## src/xsr_pkg.sv

```systemverilog
// Package with register map, field layout and carrier types of the transceiver register set.
package xsr_pkg;
  localparam logic [7:0] MODE_CTRL_OFS = 8'hD0;
  localparam logic [7:0] CFG_STATUS_OFS = 8'hD4;
  localparam logic [7:0] IRQ_ENABLE_OFS = 8'hD8;
  localparam logic [7:0] TX100_CTRL_OFS = 8'hDC;
  localparam int LONG_REACH_BIT = 11;
  localparam int SPEED_BIT = 9;
  localparam int DUPLEX_BIT = 8;
  localparam int PAUSE_BIT = 7;
  localparam int EVT_MSB = 6;
  localparam int NUM_EVT = 7;
  localparam int ERR_COUNT_OFF_BIT = 13;
  localparam int AN_DONE_MIRROR_BIT = 12;
  localparam int RX_VPP_BIT = 11;
  localparam int REMOTE_LOOP_BIT = 9;
  localparam int BASELINE_BIT = 8;
  localparam int NRZI_BIT = 7;
  localparam int TX_ISOLATE_BIT = 5;
  localparam int OP_STATE_LSB = 2;
  localparam int MLT3_BYPASS_BIT = 1;
  localparam int SCRAMBLER_BYPASS_BIT = 0;
  localparam logic [15:0] TX100_WR_MASK = 16'h2BA3;
  localparam logic [6:0] RX_ERR_FULL_COUNT = 7'h40;
  localparam logic [6:0] EVT_ENABLE_RST = 7'h00;
  localparam logic [15:0] ZERO16 = 16'h0000;

  // Event bit order matches the status and enable registers (bit 6 down to bit 0).
  typedef struct packed {
    logic autoneg_done;
    logic far_fault;
    logic link_down;
    logic autoneg_ack;
    logic parallel_detect_fault;
    logic autoneg_page;
    logic rx_error_full;
  } xsr_evt_type;

  // Resolved link state reported by the transceiver core.
  typedef struct packed {
    logic speed_100;
    logic full_duplex;
    logic pause_on;
    logic [2:0] op_state;
  } xsr_link_type;

  // Static controls that steer the transceiver datapath.
  typedef struct packed {
    logic long_reach_squelch;
    logic rx_vpp_high;
    logic remote_loop_en;
    logic baseline_restore_en;
    logic line_inversion_code_en;
    logic tx_isolate;
    logic three_level_code_bypass;
    logic scrambler_bypass;
  } xsr_ctrl_type;

  typedef struct packed {
    logic [15:0] rdata;
    logic irq;
    logic err_count_run;
    xsr_ctrl_type ctrl;
    logic [6:0] evt;
    logic [6:0] irq_en;
    logic [6:0] err_cnt;
    logic link_up_prev;
    logic link_down_seen;
  } xsr_state_type;

  localparam xsr_ctrl_type CTRL_RST = '{default: 1'b0, baseline_restore_en: 1'b1, line_inversion_code_en: 1'b1};
endpackage

```

## src/xsr_regs.sv

```systemverilog
// Transceiver mode, status, interrupt enable and 100BASE-TX control registers.
//
// Summary of operation
// - Mode control bit 11 selects a lowered 10BASE-T squelch threshold for long cables.
// - Status bit 9 reports resolved speed: 0 is 10 Mb/s, 1 is 100 Mb/s.
// - Status bit 8 reports resolved duplex: 0 half, 1 full.
// - Status bit 7 reports whether pause flow control ended up enabled.
// - Bit 6 latches when auto-negotiation completes; a status read clears it.
// - Bit 5 latches on remote fault; a status read clears it.
// - Bit 4 latches on link down; clears on status read.
// - Bit 3 latches on received link code word; clears on status read.
// - Bit 2 latches on parallel detection fault; clears on status read.
// - Bit 1 latches on received auto-negotiation page; clears on status read.
// - Bit 0 latches once 64 receive errors are counted; clears on status read.
// - Enable register bits 6..0 gate the matching status events onto the interrupt.
// - Control bit 13 set stops the receive error counter; reset value runs it.
// - Control bit 12 mirrors the auto-negotiation complete indication.
// - Control bit 8 enables DC restoration; resets to 1.
// - Control bit 7 enables NRZ/NRZI conversion; resets to 1.
// - Control bit 5 isolates the transmitter; keep 0 for normal operation.
// - Control bits 4..2 report current operating mode code.
// - Control bit 1 bypasses the MLT3 encoder and decoder.
// - Control bit 0 disables scrambler and descrambler.
`timescale 1ns/1ps
module xsr_regs (
  input wire logic i_clk,
  input wire logic i_rstn,
  input wire logic [7:0] i_addr,
  input wire logic [15:0] i_wdata,
  input wire logic i_wr,
  input wire logic i_rd,
  output logic [15:0] o_rdata,
  input wire xsr_pkg::xsr_link_type i_link,
  input wire logic i_link_up,
  input wire logic i_autoneg_done,
  input wire logic i_far_fault,
  input wire logic i_autoneg_ack,
  input wire logic i_parallel_fault,
  input wire logic i_autoneg_page,
  input wire logic i_rx_error,
  output xsr_pkg::xsr_ctrl_type o_ctrl,
  output logic o_err_count_run,
  output logic o_irq
);

  xsr_pkg::xsr_state_type s_q;
  xsr_pkg::xsr_state_type s_d;
  xsr_pkg::xsr_evt_type evt_set;
  logic status_rd;
  logic err_full;
  logic err_hit;

  // ----------------------------------------------------------------
  // Event sources
  // ----------------------------------------------------------------
  // The counter saturates at the full mark, so the full condition holds until a read restarts the count.
  assign err_full = (s_q.err_cnt == xsr_pkg::RX_ERR_FULL_COUNT);
  assign status_rd = i_rd && (i_addr == xsr_pkg::CFG_STATUS_OFS);
  // The flag is raised by the error that reaches the mark, not by the full level.
  // A level source would win against the clearing read and keep the flag stuck.
  assign err_hit = s_q.err_count_run && i_rx_error && (s_q.err_cnt == xsr_pkg::RX_ERR_FULL_COUNT - 7'h01);

  always_comb begin
    evt_set.autoneg_done = i_autoneg_done;
    evt_set.far_fault = i_far_fault;
    evt_set.link_down = s_q.link_up_prev && !i_link_up;
    evt_set.autoneg_ack = i_autoneg_ack;
    evt_set.parallel_detect_fault = i_parallel_fault;
    evt_set.autoneg_page = i_autoneg_page;
    evt_set.rx_error_full = err_hit;
  end

  // ----------------------------------------------------------------
  // Next state
  // ----------------------------------------------------------------
  always_comb begin
    logic [15:0] ctrl_word;
    logic [6:0] evt_next;
    ctrl_word = xsr_pkg::ZERO16;
    evt_next = '0;
    s_d = s_q;
    s_d.rdata = xsr_pkg::ZERO16;
    s_d.link_up_prev = i_link_up;
    s_d.link_down_seen = evt_set.link_down;
    // Receive error counter; stops when disabled and rearms after the flag is read away.
    if (s_q.err_count_run && i_rx_error && !err_full) begin
      s_d.err_cnt = s_q.err_cnt + 7'h01;
    end
    if (status_rd && s_q.evt[0]) begin
      s_d.err_cnt = '0;
    end
    // Reads: the value shown is the one before this cycle's clear.
    if (i_rd) begin
      if (i_addr == xsr_pkg::MODE_CTRL_OFS) begin
        s_d.rdata[xsr_pkg::LONG_REACH_BIT] = s_q.ctrl.long_reach_squelch;
      end else if (i_addr == xsr_pkg::CFG_STATUS_OFS) begin
        s_d.rdata[xsr_pkg::SPEED_BIT] = i_link.speed_100;
        s_d.rdata[xsr_pkg::DUPLEX_BIT] = i_link.full_duplex;
        s_d.rdata[xsr_pkg::PAUSE_BIT] = i_link.pause_on;
        s_d.rdata[xsr_pkg::EVT_MSB:0] = s_q.evt;
      end else if (i_addr == xsr_pkg::IRQ_ENABLE_OFS) begin
        s_d.rdata[xsr_pkg::EVT_MSB:0] = s_q.irq_en;
      end else if (i_addr == xsr_pkg::TX100_CTRL_OFS) begin
        ctrl_word[xsr_pkg::ERR_COUNT_OFF_BIT] = !s_q.err_count_run;
        ctrl_word[xsr_pkg::AN_DONE_MIRROR_BIT] = i_autoneg_done;
        ctrl_word[xsr_pkg::RX_VPP_BIT] = s_q.ctrl.rx_vpp_high;
        ctrl_word[xsr_pkg::REMOTE_LOOP_BIT] = s_q.ctrl.remote_loop_en;
        ctrl_word[xsr_pkg::BASELINE_BIT] = s_q.ctrl.baseline_restore_en;
        ctrl_word[xsr_pkg::NRZI_BIT] = s_q.ctrl.line_inversion_code_en;
        ctrl_word[xsr_pkg::TX_ISOLATE_BIT] = s_q.ctrl.tx_isolate;
        ctrl_word[xsr_pkg::OP_STATE_LSB +: 3] = i_link.op_state;
        ctrl_word[xsr_pkg::MLT3_BYPASS_BIT] = s_q.ctrl.three_level_code_bypass;
        ctrl_word[xsr_pkg::SCRAMBLER_BYPASS_BIT] = s_q.ctrl.scrambler_bypass;
        s_d.rdata = ctrl_word;
      end
    end
    // Writes to read-only bits are ignored; unmapped writes do nothing.
    if (i_wr) begin
      if (i_addr == xsr_pkg::MODE_CTRL_OFS) begin
        s_d.ctrl.long_reach_squelch = i_wdata[xsr_pkg::LONG_REACH_BIT];
      end else if (i_addr == xsr_pkg::IRQ_ENABLE_OFS) begin
        s_d.irq_en = i_wdata[xsr_pkg::EVT_MSB:0];
      end else if (i_addr == xsr_pkg::TX100_CTRL_OFS) begin
        s_d.err_count_run = !i_wdata[xsr_pkg::ERR_COUNT_OFF_BIT];
        s_d.ctrl.rx_vpp_high = i_wdata[xsr_pkg::RX_VPP_BIT];
        // Remote loopback is only valid with the MAC loopback field at 00; software owns that check.
        s_d.ctrl.remote_loop_en = i_wdata[xsr_pkg::REMOTE_LOOP_BIT];
        s_d.ctrl.baseline_restore_en = i_wdata[xsr_pkg::BASELINE_BIT];
        s_d.ctrl.line_inversion_code_en = i_wdata[xsr_pkg::NRZI_BIT];
        s_d.ctrl.tx_isolate = i_wdata[xsr_pkg::TX_ISOLATE_BIT];
        s_d.ctrl.three_level_code_bypass = i_wdata[xsr_pkg::MLT3_BYPASS_BIT];
        s_d.ctrl.scrambler_bypass = i_wdata[xsr_pkg::SCRAMBLER_BYPASS_BIT];
      end
    end
    // Latch-high events: a set in the clearing cycle wins so no event is lost.
    evt_next = status_rd ? 7'h00 : s_q.evt;
    s_d.evt = evt_next | evt_set;
    s_d.irq = |(s_d.evt & s_d.irq_en);
  end

  // ----------------------------------------------------------------
  // State register
  // ----------------------------------------------------------------
  always_ff @(posedge i_clk or negedge i_rstn) begin
    if (!i_rstn) begin
      s_q.rdata <= xsr_pkg::ZERO16;
      s_q.irq <= 1'b0;
      s_q.err_count_run <= 1'b1;
      s_q.ctrl <= xsr_pkg::CTRL_RST;
      s_q.evt <= '0;
      s_q.irq_en <= xsr_pkg::EVT_ENABLE_RST;
      s_q.err_cnt <= '0;
      s_q.link_up_prev <= 1'b0;
      s_q.link_down_seen <= 1'b0;
    end else begin
      s_q <= s_d;
    end
  end

  assign o_rdata = s_q.rdata;
  assign o_ctrl = s_q.ctrl;
  assign o_err_count_run = s_q.err_count_run;
  assign o_irq = s_q.irq;

  // ----------------------------------------------------------------
  // Checks
  // ----------------------------------------------------------------
  AST_READ_CLEARS: assert property (@(posedge i_clk) disable iff (!i_rstn)
    status_rd && !i_autoneg_done ##1 !i_autoneg_done |-> !s_q.evt[6])
    else $error("Completion flag survived a status read.");
  AST_FAR_FAULT_LATCH: assert property (@(posedge i_clk) disable iff (!i_rstn)
    i_far_fault |=> s_q.evt[5])
    else $error("Remote fault not latched.");
  AST_LINK_DOWN: assert property (@(posedge i_clk) disable iff (!i_rstn)
    s_q.link_up_prev && !i_link_up |=> s_q.evt[4])
    else $error("Link drop not latched.");
  AST_HOLD: assert property (@(posedge i_clk) disable iff (!i_rstn)
    s_q.evt[3] && !status_rd |=> s_q.evt[3])
    else $error("Acknowledge flag dropped without a read.");
  AST_ERR_FULL: assert property (@(posedge i_clk) disable iff (!i_rstn)
    s_q.err_cnt == 7'h3F && i_rx_error && s_q.err_count_run |=> s_q.evt[0])
    else $error("Error full flag missing after 64 errors.");
  AST_FULL_ONLY_AT_MARK: assert property (@(posedge i_clk) disable iff (!i_rstn)
    s_q.evt[0] |-> s_q.err_cnt == xsr_pkg::RX_ERR_FULL_COUNT)
    else $error("Error full flag set below the mark.");
  AST_CNT_MAX: assert property (@(posedge i_clk) disable iff (!i_rstn)
    s_q.err_cnt <= xsr_pkg::RX_ERR_FULL_COUNT)
    else $error("Error counter passed the full mark.");
  AST_FULL_HOLD: assert property (@(posedge i_clk) disable iff (!i_rstn)
    s_q.evt[0] && !status_rd |=> s_q.evt[0])
    else $error("Error full flag dropped without a read.");
  AST_CNT_STEP: assert property (@(posedge i_clk) disable iff (!i_rstn)
    s_q.err_count_run && i_rx_error && !err_full && !status_rd |=> s_q.err_cnt == $past(s_q.err_cnt) + 7'h01)
    else $error("Error counter did not advance.");
  AST_COUNT_OFF_WR: assert property (@(posedge i_clk) disable iff (!i_rstn)
    i_wr && i_addr == xsr_pkg::TX100_CTRL_OFS |=> o_err_count_run == !$past(i_wdata[xsr_pkg::ERR_COUNT_OFF_BIT]))
    else $error("Error counter disable not written.");

  // ----------------------------------------------------------------
  // Event latching checks
  // ----------------------------------------------------------------
  AST_DONE_LATCH: assert property (@(posedge i_clk) disable iff (!i_rstn)
    i_autoneg_done |=> s_q.evt[6])
    else $error("Completion not latched.");
  AST_DONE_HOLD: assert property (@(posedge i_clk) disable iff (!i_rstn)
    s_q.evt[6] && !status_rd |=> s_q.evt[6])
    else $error("Completion flag dropped without a read.");
  AST_FAR_HOLD: assert property (@(posedge i_clk) disable iff (!i_rstn)
    s_q.evt[5] && !status_rd |=> s_q.evt[5])
    else $error("Remote fault flag dropped without a read.");
  AST_LINK_HOLD: assert property (@(posedge i_clk) disable iff (!i_rstn)
    s_q.evt[4] && !status_rd |=> s_q.evt[4])
    else $error("Link drop flag dropped without a read.");
  AST_LINK_SEEN: assert property (@(posedge i_clk) disable iff (!i_rstn)
    s_q.link_down_seen |-> s_q.evt[4])
    else $error("Link drop seen but not flagged.");
  AST_ACK_LATCH: assert property (@(posedge i_clk) disable iff (!i_rstn)
    i_autoneg_ack |=> s_q.evt[3])
    else $error("Acknowledge not latched.");
  AST_PDF_LATCH: assert property (@(posedge i_clk) disable iff (!i_rstn)
    i_parallel_fault |=> s_q.evt[2])
    else $error("Parallel detection fault not latched.");
  AST_PDF_HOLD: assert property (@(posedge i_clk) disable iff (!i_rstn)
    s_q.evt[2] && !status_rd |=> s_q.evt[2])
    else $error("Parallel fault flag dropped without a read.");
  AST_PAGE_LATCH: assert property (@(posedge i_clk) disable iff (!i_rstn)
    i_autoneg_page |=> s_q.evt[1])
    else $error("Page reception not latched.");
  AST_PAGE_HOLD: assert property (@(posedge i_clk) disable iff (!i_rstn)
    s_q.evt[1] && !status_rd |=> s_q.evt[1])
    else $error("Page flag dropped without a read.");

  // ----------------------------------------------------------------
  // Register access checks
  // ----------------------------------------------------------------
  AST_LONG_REACH_WR: assert property (@(posedge i_clk) disable iff (!i_rstn)
    i_wr && i_addr == xsr_pkg::MODE_CTRL_OFS |=> o_ctrl.long_reach_squelch == $past(i_wdata[xsr_pkg::LONG_REACH_BIT]))
    else $error("Squelch mode not written.");
  AST_LONG_REACH_HOLD: assert property (@(posedge i_clk) disable iff (!i_rstn)
    !(i_wr && i_addr == xsr_pkg::MODE_CTRL_OFS) |=> $stable(o_ctrl.long_reach_squelch))
    else $error("Squelch mode changed without a write.");
  AST_DUPLEX_RD: assert property (@(posedge i_clk) disable iff (!i_rstn)
    status_rd |=> o_rdata[xsr_pkg::DUPLEX_BIT] == $past(i_link.full_duplex))
    else $error("Duplex bit misreported.");
  AST_PAUSE_RD: assert property (@(posedge i_clk) disable iff (!i_rstn)
    status_rd |=> o_rdata[xsr_pkg::PAUSE_BIT] == $past(i_link.pause_on))
    else $error("Pause bit misreported.");
  AST_STATUS_RSV: assert property (@(posedge i_clk) disable iff (!i_rstn)
    status_rd |=> o_rdata[15:10] == 6'h00)
    else $error("Reserved status bits not zero.");
  AST_EN_WR: assert property (@(posedge i_clk) disable iff (!i_rstn)
    i_wr && i_addr == xsr_pkg::IRQ_ENABLE_OFS |=> s_q.irq_en == $past(i_wdata[xsr_pkg::EVT_MSB:0]))
    else $error("Interrupt enables not written.");
  AST_EN_RD: assert property (@(posedge i_clk) disable iff (!i_rstn)
    i_rd && i_addr == xsr_pkg::IRQ_ENABLE_OFS |=> o_rdata == {9'h000, $past(s_q.irq_en)})
    else $error("Interrupt enables misreported.");
  AST_MIRROR: assert property (@(posedge i_clk) disable iff (!i_rstn)
    i_rd && i_addr == xsr_pkg::TX100_CTRL_OFS |=> o_rdata[xsr_pkg::AN_DONE_MIRROR_BIT] == $past(i_autoneg_done))
    else $error("Completion mirror misreported.");
  AST_OPSTATE_RD: assert property (@(posedge i_clk) disable iff (!i_rstn)
    i_rd && i_addr == xsr_pkg::TX100_CTRL_OFS |=> o_rdata[4:2] == $past(i_link.op_state))
    else $error("Operating mode misreported.");
  AST_NRZI_WR: assert property (@(posedge i_clk) disable iff (!i_rstn)
    i_wr && i_addr == xsr_pkg::TX100_CTRL_OFS |=> o_ctrl.line_inversion_code_en == $past(i_wdata[xsr_pkg::NRZI_BIT]))
    else $error("Line code conversion control not written.");
  AST_ISOLATE_WR: assert property (@(posedge i_clk) disable iff (!i_rstn)
    i_wr && i_addr == xsr_pkg::TX100_CTRL_OFS |=> o_ctrl.tx_isolate == $past(i_wdata[xsr_pkg::TX_ISOLATE_BIT]))
    else $error("Transmit isolation not written.");
  AST_MLT3_WR: assert property (@(posedge i_clk) disable iff (!i_rstn)
    i_wr && i_addr == xsr_pkg::TX100_CTRL_OFS
    |=> o_ctrl.three_level_code_bypass == $past(i_wdata[xsr_pkg::MLT3_BYPASS_BIT]))
    else $error("Three level bypass not written.");
  AST_SCRAMBLER_WR: assert property (@(posedge i_clk) disable iff (!i_rstn)
    i_wr && i_addr == xsr_pkg::TX100_CTRL_OFS |=> o_ctrl.scrambler_bypass == $past(i_wdata[xsr_pkg::SCRAMBLER_BYPASS_BIT]))
    else $error("Scrambler bypass not written.");
  AST_RD_IDLE: assert property (@(posedge i_clk) disable iff (!i_rstn)
    !i_rd |=> o_rdata == xsr_pkg::ZERO16)
    else $error("Read data shown outside a read.");
  AST_COUNT_OFF: assert property (@(posedge i_clk) disable iff (!i_rstn)
    !s_q.err_count_run && !status_rd |=> $stable(s_q.err_cnt))
    else $error("Error counter moved while disabled.");
  AST_IRQ: assert property (@(posedge i_clk) disable iff (!i_rstn)
    o_irq == |(s_q.evt & s_q.irq_en))
    else $error("Interrupt does not match enabled events.");
  AST_WRITE_CTRL: assert property (@(posedge i_clk) disable iff (!i_rstn)
    i_wr && i_addr == xsr_pkg::TX100_CTRL_OFS |=> o_ctrl.baseline_restore_en == $past(i_wdata[xsr_pkg::BASELINE_BIT]))
    else $error("DC restoration control not written.");
  AST_SPEED_RD: assert property (@(posedge i_clk) disable iff (!i_rstn)
    status_rd |=> o_rdata[xsr_pkg::SPEED_BIT] == $past(i_link.speed_100))
    else $error("Speed bit misreported.");
endmodule

```

## config.mk

```make
export PLATFORM = sky130hd
export DESIGN_NAME = xsr_regs
export DESIGN_NICKNAME = d
export VERILOG_FILES = /design/src/xsr_pkg.sv /design/src/xsr_regs.sv
export SDC_FILE = /design/constraint.sdc
export NUM_CORES = 1
export LEC_CHECK = 0
export ABC_AREA = 1
export BUFFER_PORTS_ARGS = -buffer_cell sky130_fd_sc_hd__buf_2
export CORE_ASPECT_RATIO = 0.8
export CORE_MARGIN = 5
export CORE_UTILIZATION = 51
export DETAILED_ROUTE_END_ITERATION = 10
export PLACE_DENSITY = 0.79
export SETUP_SLACK_MARGIN = 0.2
export SYNTH_ARGS = -nofsm -noshare
export SYNTH_HDL_FRONTEND = slang
export SYNTH_SLANG_ARGS = --single-unit
```

## constraint.sdc

```tcl
create_clock -name i_clk -period 1.35 [get_ports i_clk]
set_input_delay 0.135 -clock i_clk [delete_from_list [all_inputs] [get_ports i_clk]]
set_output_delay 0.135 -clock i_clk [all_outputs]
set_load 0.05 [all_outputs]
```

# After elaboration in Yosys (flattened, before gate mapping)
# Cells that the tools add are included.
# Widths: inputs -> output; s select.
classes:
  addsub: 1
  n_mul: 0
  div_mod_pow: 0
  magnitude_cmp: 0
  eq_ne: 6
  n_shift: 0
  mux: 15
  bitwise: 4
  n_reduce_logical: 14
ops:
  columns: ["op", "n"]
  rows:
  - ["$mux 7", 8]
  - ["$eq 8x8->1 const B", 4]
  - ["$mux 16", 1]
  - ["$mux 14", 1]
  - ["$mux 11", 1]
  - ["$mux 10", 1]
  - ["$mux 4", 2]
  - ["$add 7x1->7 const B", 1]
  - ["$and 7x7->7", 1]
  - ["$eq 7x6->1 const B", 1]
  - ["$eq 7x7->1 const B", 1]
  - ["$or 7x7->7", 1]
  - ["$reduce_or 7->1", 1]
  - ["$logic_and 1x1->1", 6]
  - ["$logic_not 1->1", 4]
  - ["$reduce_and 4->1", 1]
  - ["$not 1->1", 2]
  - ["$reduce_and 2->1", 1]
  - ["$reduce_bool 2->1", 1]
  - ["$mux 1", 1]
word_totals:
  reg_bits: 48
  latchBits: 0
  mem_bits_rw: 0
  mem_bits_ro: 0
  elab_cells: 55
  memories: 0

# Logic depth before layout (Yosys ltp)
# Gate-level depths: netlist (run 1).
depth:
  word_depth: 6
  ltp_mapped: 11
  ltp_nobuf: 11

# Least setup slack after synthesis (run 1)
# Ideal clock, no wire load.
synth_timing:
  kind: "register to register"
  from: "reg s_q (netlist bit o_err_count_run)"
  to: "reg s_q[4] (netlist name)"
  arrival_ns: 1.266
  path_slack_ns: 0.007
  stages_incl_launch_ff: 7
  n_path_buf: 0
  synth_period_minus_slack_ns: 1.343
  cell_sequence: "dfstp_2 -> nand2_1 -> inv_1 -> nand2_1 -> nor2_1 -> o21ai_0 -> a21oi_1"
synth_between:
  elab_chain_cells: 3
synth_rtl:
  columns: ["item", "line_no", "rtl"]
  rows:
  - ["start: declaration", "xsr_regs.sv:46", "xsr_pkg::xsr_state_type s_q;"]
  - ["$logic_and 1x1->1 (2 in a row)", "xsr_regs.sv:86", "if (s_q.err_count_run && i_rx_error && !err_full) begin"]
  - ["$reduce_bool 2->1 (no line)", null, null]
# No other way between the ends.
# A chain may end at the register's enable or synchronous reset.

# Worst setup path after layout (run 1)
layout_timing:
  from: "reg s_q[2] (netlist name)"
  to: "reg s_q[2] (netlist name)"
layout_between:
  elab_chain_cells: 4
layout_rtl:
  columns: ["item"]
  rows:
  - ["branches (longest 4 deep; another with $add 7x1->7)"]
# Several ways; the timed one is not identified. The select of a mux whose other input is x is not followed.

==> results.rst, run 1 <==
.. list-table::
   :header-rows: 1

   * - Metric
     - Value
   * - Final routed wirelength across all metal layers
     - around 4900 um
   * - Clock slew at reported path FFs
     - roughly 80 ps
   * - Die boundary height
     - 70.1 um
   * - Critical Path RT
     - ~1500 ps
   * - Per-instance average area after synthesis
     - 8.74 um2
   * - Final antenna-violating net count
     - 0
   * - Number of warnings issued by yosys
     - 0
   * - Avg Vias per Cell
     - about 5
   * - Total clock sinks
     - 45
   * - Cell types occupying the most area after synthesis
     - sky130_fd_sc_hd__dfrtp_1 (46%), sky130_fd_sc_hd__nand2_1 (12%), sky130_fd_sc_hd__buf_4 (7.8%)
   * - Launching element type of the critical path
     - register
   * - First-pass GRT wire length
     - around 8400 um
   * - Crit end category
     - register
   * - Multi-input logic area
     - 905 um2
   * - DRT iter0 DRCs
     - 76
   * - Cell internal pwr
     - approximately 2100 uW
   * - Filler Cell Count
     - 356
   * - Die width
     - ~85 um
   * - Die area
     - 0.00596 mm2
   * - Power density over the cells
     - 1090 mW/mm2
   * - Period utilization
     - 0.938
   * - Maximum clock frequency
     - about 0.79 GHz
   * - Share of the synthesized area in the top cell type
     - 0.457
   * - Setup Skew
     - about 6.1 ps
   * - Switching portion of total power
     - 0.308
   * - Routability congestion estimate
     - 0.825
   * - Number of CTS-inserted buffers
     - 5
   * - Post-layout minimum cycle time
     - 1270 ps
   * - Final instance area
     - between 0.002 and 0.003 mm2
   * - Root buffer cell
     - sky130_fd_sc_hd__clkbuf_8
   * - Area post-placement
     - ~0.0026 mm2
   * - Area of the mapped netlist
     - roughly 0.0023 mm2
   * - Max H-tree Level
     - 2
   * - Total Nets Final
     - around 360
   * - Largest buffer count on any clock path
     - 2
   * - Total core area
     - roughly 0.0043 mm2
   * - Worst Path Class, Setup
     - register to register
   * - Number of flip-flops and latches in the synthesized netlist
     - 45
   * - Max IR drop VDD
     - roughly 0.53 mV
   * - Source-to-sink clock delay at the later pin of the worst-skew pair
     - 300 ps
   * - Global routing usage summed across all routing layers
     - 0.174
   * - Mapped Cells
     - approximately 260
   * - Distinct cell type count after synthesis
     - 30
   * - Num ports
     - 67
   * - Switching power
     - between 900 and 1000 uW
   * - Tightest Hold Check Type
     - input port to register
   * - Total via count after detailed routing
     - approximately 1900
   * - Combinational Power Share
     - 0.216
   * - Worst-path maximum fanout
     - 6
   * - Setup-failing EPs final
     - 0
   * - Clock network fraction of design power
     - 0.267
   * - Number of port buffers
     - roughly 60
   * - Number of antenna cells inserted
     - 0
   * - Run status
     - complete, no violations
   * - Count of TritonRoute iterations in the first routing pass
     - 4
   * - Initial core utilization
     - 0.537
   * - Fin. max-slew vios
     - 0
   * - Clock tree from TritonCTS
     - yes
   * - Antenna violations before repair
     - 0
   * - Via count of the first global-routing pass
     - around 1800
   * - Arrival time worst endpoint
     - 1450 ps
   * - Final Hold Vio Count
     - 0
   * - Sequential cell area in the final layout
     - ~0.0011 mm2
   * - Grt total ovfl
     - 0
   * - Max-Cap Viols
     - 0
   * - Unrepaired setup endpoints after global routing
     - yes
   * - Num rows
     - 21
   * - Leakage Power
     - between 0.001 and 0.0015 uW
   * - Number of remaining DRC errors
     - 0
   * - Portion of the post-synthesis area used by sequential elements
     - 0.491
   * - Sequential fraction of design power
     - 0.517
   * - Area growth from synthesis to layout
     - 19.9%
   * - Maximum number of pins on one net before global-route repair
     - 29
   * - Worst hold slack
     - 47.4 ps
   * - Total power
     - around 3000 uW
   * - Share of cells above drive strength 1
     - 0.356
   * - Average detailed-routed wire length per instance
     - approximately 13 um
   * - Detailed placement HPWL
     - 3670 um
   * - Top cell type by total area after synthesis
     - sky130_fd_sc_hd__dfrtp_1
## layout make-up
type	instances	share of cell area
flip-flops and latches	45	0.410
repair buffers	74	0.167
multi-input cells	164	0.328
clock buffers	8	0.0291
inverters	29	0.0395
well taps	57	0.0259
## per-layer routing
metal | part of all wire | up-vias | GRT usage
met5 | 0 | - | 0
met4 | 0.0075 | 0 | 0.0475
met3 | 0.076 | 4 | 0.0435
met2 | 0.48 | 58 | 0.274
met1 | 0.44 | 881 | 0.239
li1 | - | 914 | -
## cells in the mapped netlist
cell type and n:
sky130_fd_sc_hd__nand2_1 72, sky130_fd_sc_hd__dfrtp_1 42, sky130_fd_sc_hd__inv_1 25, sky130_fd_sc_hd__buf_4 24, sky130_fd_sc_hd__nand3_1 13, sky130_fd_sc_hd__nor2_1 12, sky130_fd_sc_hd__nand2_2 9, sky130_fd_sc_hd__a21oi_1 7
sky130_fd_sc_hd__a31oi_1 6, sky130_fd_sc_hd__mux2_1 6, sky130_fd_sc_hd__o21ai_0 5, sky130_fd_sc_hd__o21ai_1 5, sky130_fd_sc_hd__nor2_2 4, sky130_fd_sc_hd__dfstp_2 3, sky130_fd_sc_hd__inv_2 3, sky130_fd_sc_hd__nand2_4 3
sky130_fd_sc_hd__nand4_1 3, sky130_fd_sc_hd__nor2_4 3, sky130_fd_sc_hd__nor3_1 3, sky130_fd_sc_hd__buf_2 2, sky130_fd_sc_hd__ha_1 2, sky130_fd_sc_hd__nand3_2 2, sky130_fd_sc_hd__xor2_1 2, sky130_fd_sc_hd__a21oi_4 1
sky130_fd_sc_hd__buf_6 1, sky130_fd_sc_hd__clkinv_1 1, sky130_fd_sc_hd__conb_1 1, sky130_fd_sc_hd__o211ai_1 1, sky130_fd_sc_hd__o21ai_2 1, sky130_fd_sc_hd__o31ai_1 1
## power groups by stage
stage / clock [uW] / combinational, uW / sequential (uW)
floorplan: 0 / 399 / 1560
global placement: 0 / 554 / 1560
detailed placement: 0 / 569 / 1570
CTS: 816 / 630 / 1550
global route: 865 / 735 / 1570
finish: 805 / 649 / 1560
## layout by cell type (no fill, tap or decap), types with 4 or more instances in the layout
master,n
sky130_fd_sc_hd__buf_2,56
sky130_fd_sc_hd__dfrtp_1,42
sky130_fd_sc_hd__nor2_4,4
sky130_fd_sc_hd__buf_4,10
sky130_fd_sc_hd__nand3_2,4
sky130_fd_sc_hd__mux2_1,6
sky130_fd_sc_hd__o21ai_1,7
sky130_fd_sc_hd__clkbuf_8,5
sky130_fd_sc_hd__nor2_1,10
sky130_fd_sc_hd__nand2_4,4
sky130_fd_sc_hd__inv_1,24
sky130_fd_sc_hd__inv_2,4
sky130_fd_sc_hd__a21oi_1,7
sky130_fd_sc_hd__a31oi_1,6
sky130_fd_sc_hd__nand2_2,10
sky130_fd_sc_hd__nand3_1,11
sky130_fd_sc_hd__nand2_1,70
sky130_fd_sc_hd__nor2_2,5
## cells by family after synthesis
| logic type | Yosys count | synth area share |
|---|---|---|
| DFF | 45 | 0.491 |
| adders and majority gates | 2 | 0.0109 |
| other | 1 | 0.00163 |
| xor gates and xnor gates | 2 | 0.00762 |
| buffers and inverters | 56 | 0.135 |
| AOI/OAI and AO/OA | 27 | 0.0707 |
| muxes | 6 | 0.0294 |
| and+or+nand+nor | 124 | 0.254 |
## worst max-delay path, stage by stage (launching register included)
cell and delay [ps]:
sky130_fd_sc_hd__dfrtp_1 410, sky130_fd_sc_hd__inv_1 110, sky130_fd_sc_hd__ha_1 170, sky130_fd_sc_hd__nand3_2 110
sky130_fd_sc_hd__nand2_4 120, sky130_fd_sc_hd__nand2_2 100, sky130_fd_sc_hd__nand3_1 80, sky130_fd_sc_hd__o21ai_1 70
## metrics by stage
stage | worst slack (ps) | setup TNS, ps | std cells | util
2_1_floorplan | 55.2 | 0 | 265 | -
3_3_place_gp | 26.5 | 0 | 362 | 0.597
3_5_place_dp | 3.49 | 0 | 362 | 0.597
4_1_cts | 65.7 | 0 | 376 | 0.637
5_1_grt | -22.2 | -40.5 | 377 | 0.644
6_report | 84.1 | 0 | 377 | 0.644
## worst paths after layout
path                             from         to  slack (ps)  cells after the start
max reg2reg                    s_q[2]     s_q[2]          80                      7
min in group asynchronous      i_rstn     s_q[5]         300                      2
min                        i_wdata[9]  o_ctrl[5]          50                      2
max in group asynchronous      i_rstn    s_q[12]         560                      3
min reg2reg                   s_q[22]    s_q[22]         500                      2
max                            s_q[2]     s_q[2]          80                      7
## state kept, by name, summed over array words and instances (netlist names)
signal	count
s_q	22
o_err_count_run	1
o_rdata	13
o_ctrl	8
o_irq	1
## what timing repair did
item | in CTS | in global routing
setup buffers | 3 | 1
pin swaps | 1 | 1
gates cloned | 0 | 0
resized for setup | 13 | 5
hold buffers | 3 | 0
setup endpoints to repair | 11 | 12
hold endpoints to repair | 16 | 0
(Power assumes the default switching activity.)
==> run 2, diff against run 1 <==
--- a/config.mk
+++ b/config.mk
@@ -9,9 +9,8 @@
 export BUFFER_PORTS_ARGS = -buffer_cell sky130_fd_sc_hd__buf_2
 export CORE_ASPECT_RATIO = 0.8
 export CORE_MARGIN = 5
-export CORE_UTILIZATION = 51
+export CORE_UTILIZATION = 30
 export DETAILED_ROUTE_END_ITERATION = 10
-export PLACE_DENSITY = 0.79
 export SETUP_SLACK_MARGIN = 0.2
 export SYNTH_ARGS = -nofsm -noshare
 export SYNTH_HDL_FRONTEND = slang
==> results.rst, run 2 (synthesis results as in run 1) <==
.. list-table::
   :header-rows: 1

   * - Metric
     - Value
   * - Tightest Hold Check Type
     - input port to register (unchanged)
   * - Clock network fraction of design power
     - 0.252 (was 0.267)
   * - Critical Path RT
     - 1580 ps (was 1530 ps)
   * - Root buffer cell
     - sky130_fd_sc_hd__clkbuf_8 (unchanged)
   * - Maximum number of pins on one net before global-route repair
     - 46 (was 29)
   * - Total power
     - 3180 uW (was 3010 uW)
   * - Most common cell after layout, fill and taps aside
     - sky130_fd_sc_hd__nand2_1 (unchanged)
   * - Worst Path Class, Setup
     - register to register (unchanged)
   * - Launching element type of the critical path
     - register (unchanged)
   * - Die boundary height
     - 88.3 um (was 70.1 um)
   * - Post-layout minimum cycle time
     - 1320 ps (was 1270 ps)
   * - Total clock sinks
     - 45 (unchanged)
   * - Total via count after detailed routing
     - 1850 (was 1857)
   * - Post-Layout Cell Count
     - 432 (was 377)
   * - Number of port buffers
     - 59 (unchanged)
   * - Num ports
     - 67 (unchanged)
   * - Detailed placement HPWL
     - 4020 um (was 3670 um)
   * - Final antenna-violating net count
     - 0 (unchanged)
   * - Sequential cell area in the final layout
     - 0.00113 mm2 (unchanged)
   * - Initial core utilization
     - 0.310 (was 0.537)
   * - Max IR drop VDD
     - 0.426 mV (was 0.534 mV)
   * - Setup-failing EPs final
     - 0 (unchanged)
   * - Combinational Power Share
     - 0.261 (was 0.216)
   * - DRT iter0 DRCs
     - 58 (was 76)
   * - Sequential fraction of design power
     - 0.486 (was 0.517)
   * - Routability congestion estimate
     - 0.830 (was 0.825)
   * - Clock slew at reported path FFs
     - 80 ps (about the same)
   * - Fin. max-slew vios
     - 0 (unchanged)
   * - Avg Vias per Cell
     - 4.28 (was 4.93)
   * - Period utilization
     - 0.977 (was 0.938)
   * - Arrival time worst endpoint
     - 1550 ps (was 1450 ps)
   * - Worst-path maximum fanout
     - 2 (was 6)
   * - Number of remaining DRC errors
     - 0 (unchanged)
   * - Crit end category
     - register (unchanged)
   * - Run status
     - complete, no violations (unchanged)
   * - Placed Cells incl. Taps
     - 413 (was 362)
   * - Leakage Power
     - 0.00149 uW (was 0.00146 uW)
   * - Count of TritonRoute iterations in the first routing pass
     - 4 (unchanged)
   * - Sum Neg Setup Slack
     - 0 ps (unchanged)
   * - Die width
     - 108 um (was 85.1 um)
   * - Maximum clock frequency
     - 0.758 GHz (was 0.790 GHz)
   * - Area growth from synthesis to layout
     - 26.7% (was 19.9%)
   * - Filler Cell Count
     - 790 (was 356)
   * - Max-Cap Viols
     - 0 (unchanged)
   * - Grt total ovfl
     - 0 (unchanged)
   * - Setup Skew
     - 7.17 ps (was 6.11 ps)
   * - Switching portion of total power
     - 0.310 (was 0.308)
   * - Unrepaired setup endpoints after global routing
     - yes (unchanged)
   * - Total core area
     - 0.00743 mm2 (was 0.00428 mm2)
   * - First-pass GRT wire length
     - 8820 um (was 8360 um)
   * - Final Hold Vio Count
     - 0 (unchanged)
   * - Switching power
     - 985 uW (was 927 uW)
   * - Min setup slack post-route
     - 30.9 ps (was 84.1 ps)
   * - Share of cells above drive strength 1
     - 0.385 (was 0.356)
   * - Antenna violations before repair
     - 0 (unchanged)
   * - Cell internal pwr
     - 2190 uW (was 2080 uW)
   * - Largest register FFs
     - 22 (unchanged)
   * - Most flop-heavy register
     - s_q (unchanged)
   * - Multi-input logic area
     - 938 um2 (was 905 um2)
   * - Average detailed-routed wire length per instance
     - 12.5 um (was 13.0 um)
   * - Most frequent cells in the layout
     - sky130_fd_sc_hd__nand2_1 (70), sky130_fd_sc_hd__buf_2 (56), sky130_fd_sc_hd__dfrtp_1 (42) (unchanged)
   * - Total Nets Final
     - 369 (was 362)
   * - Die area
     - 0.00953 mm2 (was 0.00596 mm2)
   * - Clock tree from TritonCTS
     - yes (unchanged)
   * - Max H-tree Level
     - 2 (unchanged)
   * - Number of antenna cells inserted
     - 0 (unchanged)
   * - Placement-stage worst setup slack
     - -10.8 ps (was 3.49 ps)
   * - Largest buffer count on any clock path
     - 2 (unchanged)
   * - Via count of the first global-routing pass
     - 1959 (was 1831)
   * - Source-to-sink clock delay at the later pin of the worst-skew pair
     - 290 ps (was 300 ps)
   * - Num rows
     - 28 (was 21)
   * - Global routing usage summed across all routing layers
     - 0.118 (was 0.174)
   * - Power density over the cells
     - 1090 mW/mm2 (about the same)
   * - Number of CTS-inserted buffers
     - 5 (unchanged)
   * - Final core area utilization
     - 0.392 (was 0.644)
   * - Final routed wirelength across all metal layers
     - 5390 um (was 4920 um)
[run 2: path summary, 6_finish.rpt]
kind / startpoint / to / slack [ps] / cells past startpoint
worst min-delay path: i_parallel_fault / s_q[18] / 60 / 3
min in group asynchronous: i_rstn / o_rdata[3] / 340 / 3
worst max-delay path: s_q[2] / o_irq / 30 / 9
max in group asynchronous: i_rstn / o_ctrl[4] / 720 / 3
worst min register to register: s_q[9] / s_q[9] / 500 / 2
worst max register to register: s_q[2] / o_irq / 30 / 9
[run 2: critical path, cell delays in order, from the launching register on]
cell and delay (ps):
sky130_fd_sc_hd__dfrtp_1 370, sky130_fd_sc_hd__ha_2 200, sky130_fd_sc_hd__nand3_2 90, sky130_fd_sc_hd__nor2_2 130
sky130_fd_sc_hd__nand2_2 80, sky130_fd_sc_hd__o21ai_2 160, sky130_fd_sc_hd__nand2_1 80, sky130_fd_sc_hd__nand2_1 60
sky130_fd_sc_hd__nor2_1 40, sky130_fd_sc_hd__nand2_1 50
[run 2: stage by stage]
stage	cell area [um2]	hold slack, ps
3_5_place_dp	2640	133
3_3_place_gp	2640	133
2_1_floorplan	2320	-161
4_1_cts	2790	50.9
6_report	2910	58.3
5_1_grt	2910	58.0
[run 2: per-layer routing]
metal  track usage  up-vias  wire, um
li1              -      924         -
met2         0.191       52      2440
met1         0.156      869      2570
met4        0.0333        0        42
met5             0        -         0
met3        0.0343        5       333
[run 2: area by class of cell]
class,instances,area share
Sequential cell,45,0.388
Multi-Input combinational cell,164,0.322
Timing Repair Buffer,81,0.178
Tap cell,105,0.0451
Inverter,29,0.0399
Clock buffer,8,0.0275
[run 2: power by group through the flow]
stage / logic [uW] / registers [uW] / clock network (uW)
detailed placement: 582 / 1570 / 0
CTS: 624 / 1540 / 827
finish: 830 / 1540 / 802
floorplan: 399 / 1560 / 0
global route: 925 / 1560 / 889
global placement: 560 / 1570 / 0
[run 2: timing repair]
action | CTS | global route
pin swaps | 2 | 12
gates resized for setup | 9 | 20
buffers inserted | 2 | 6
endpoints found under the hold margin | 44 | 0
hold buffers | 3 | 0
endpoints found under the setup margin | 12 | 12
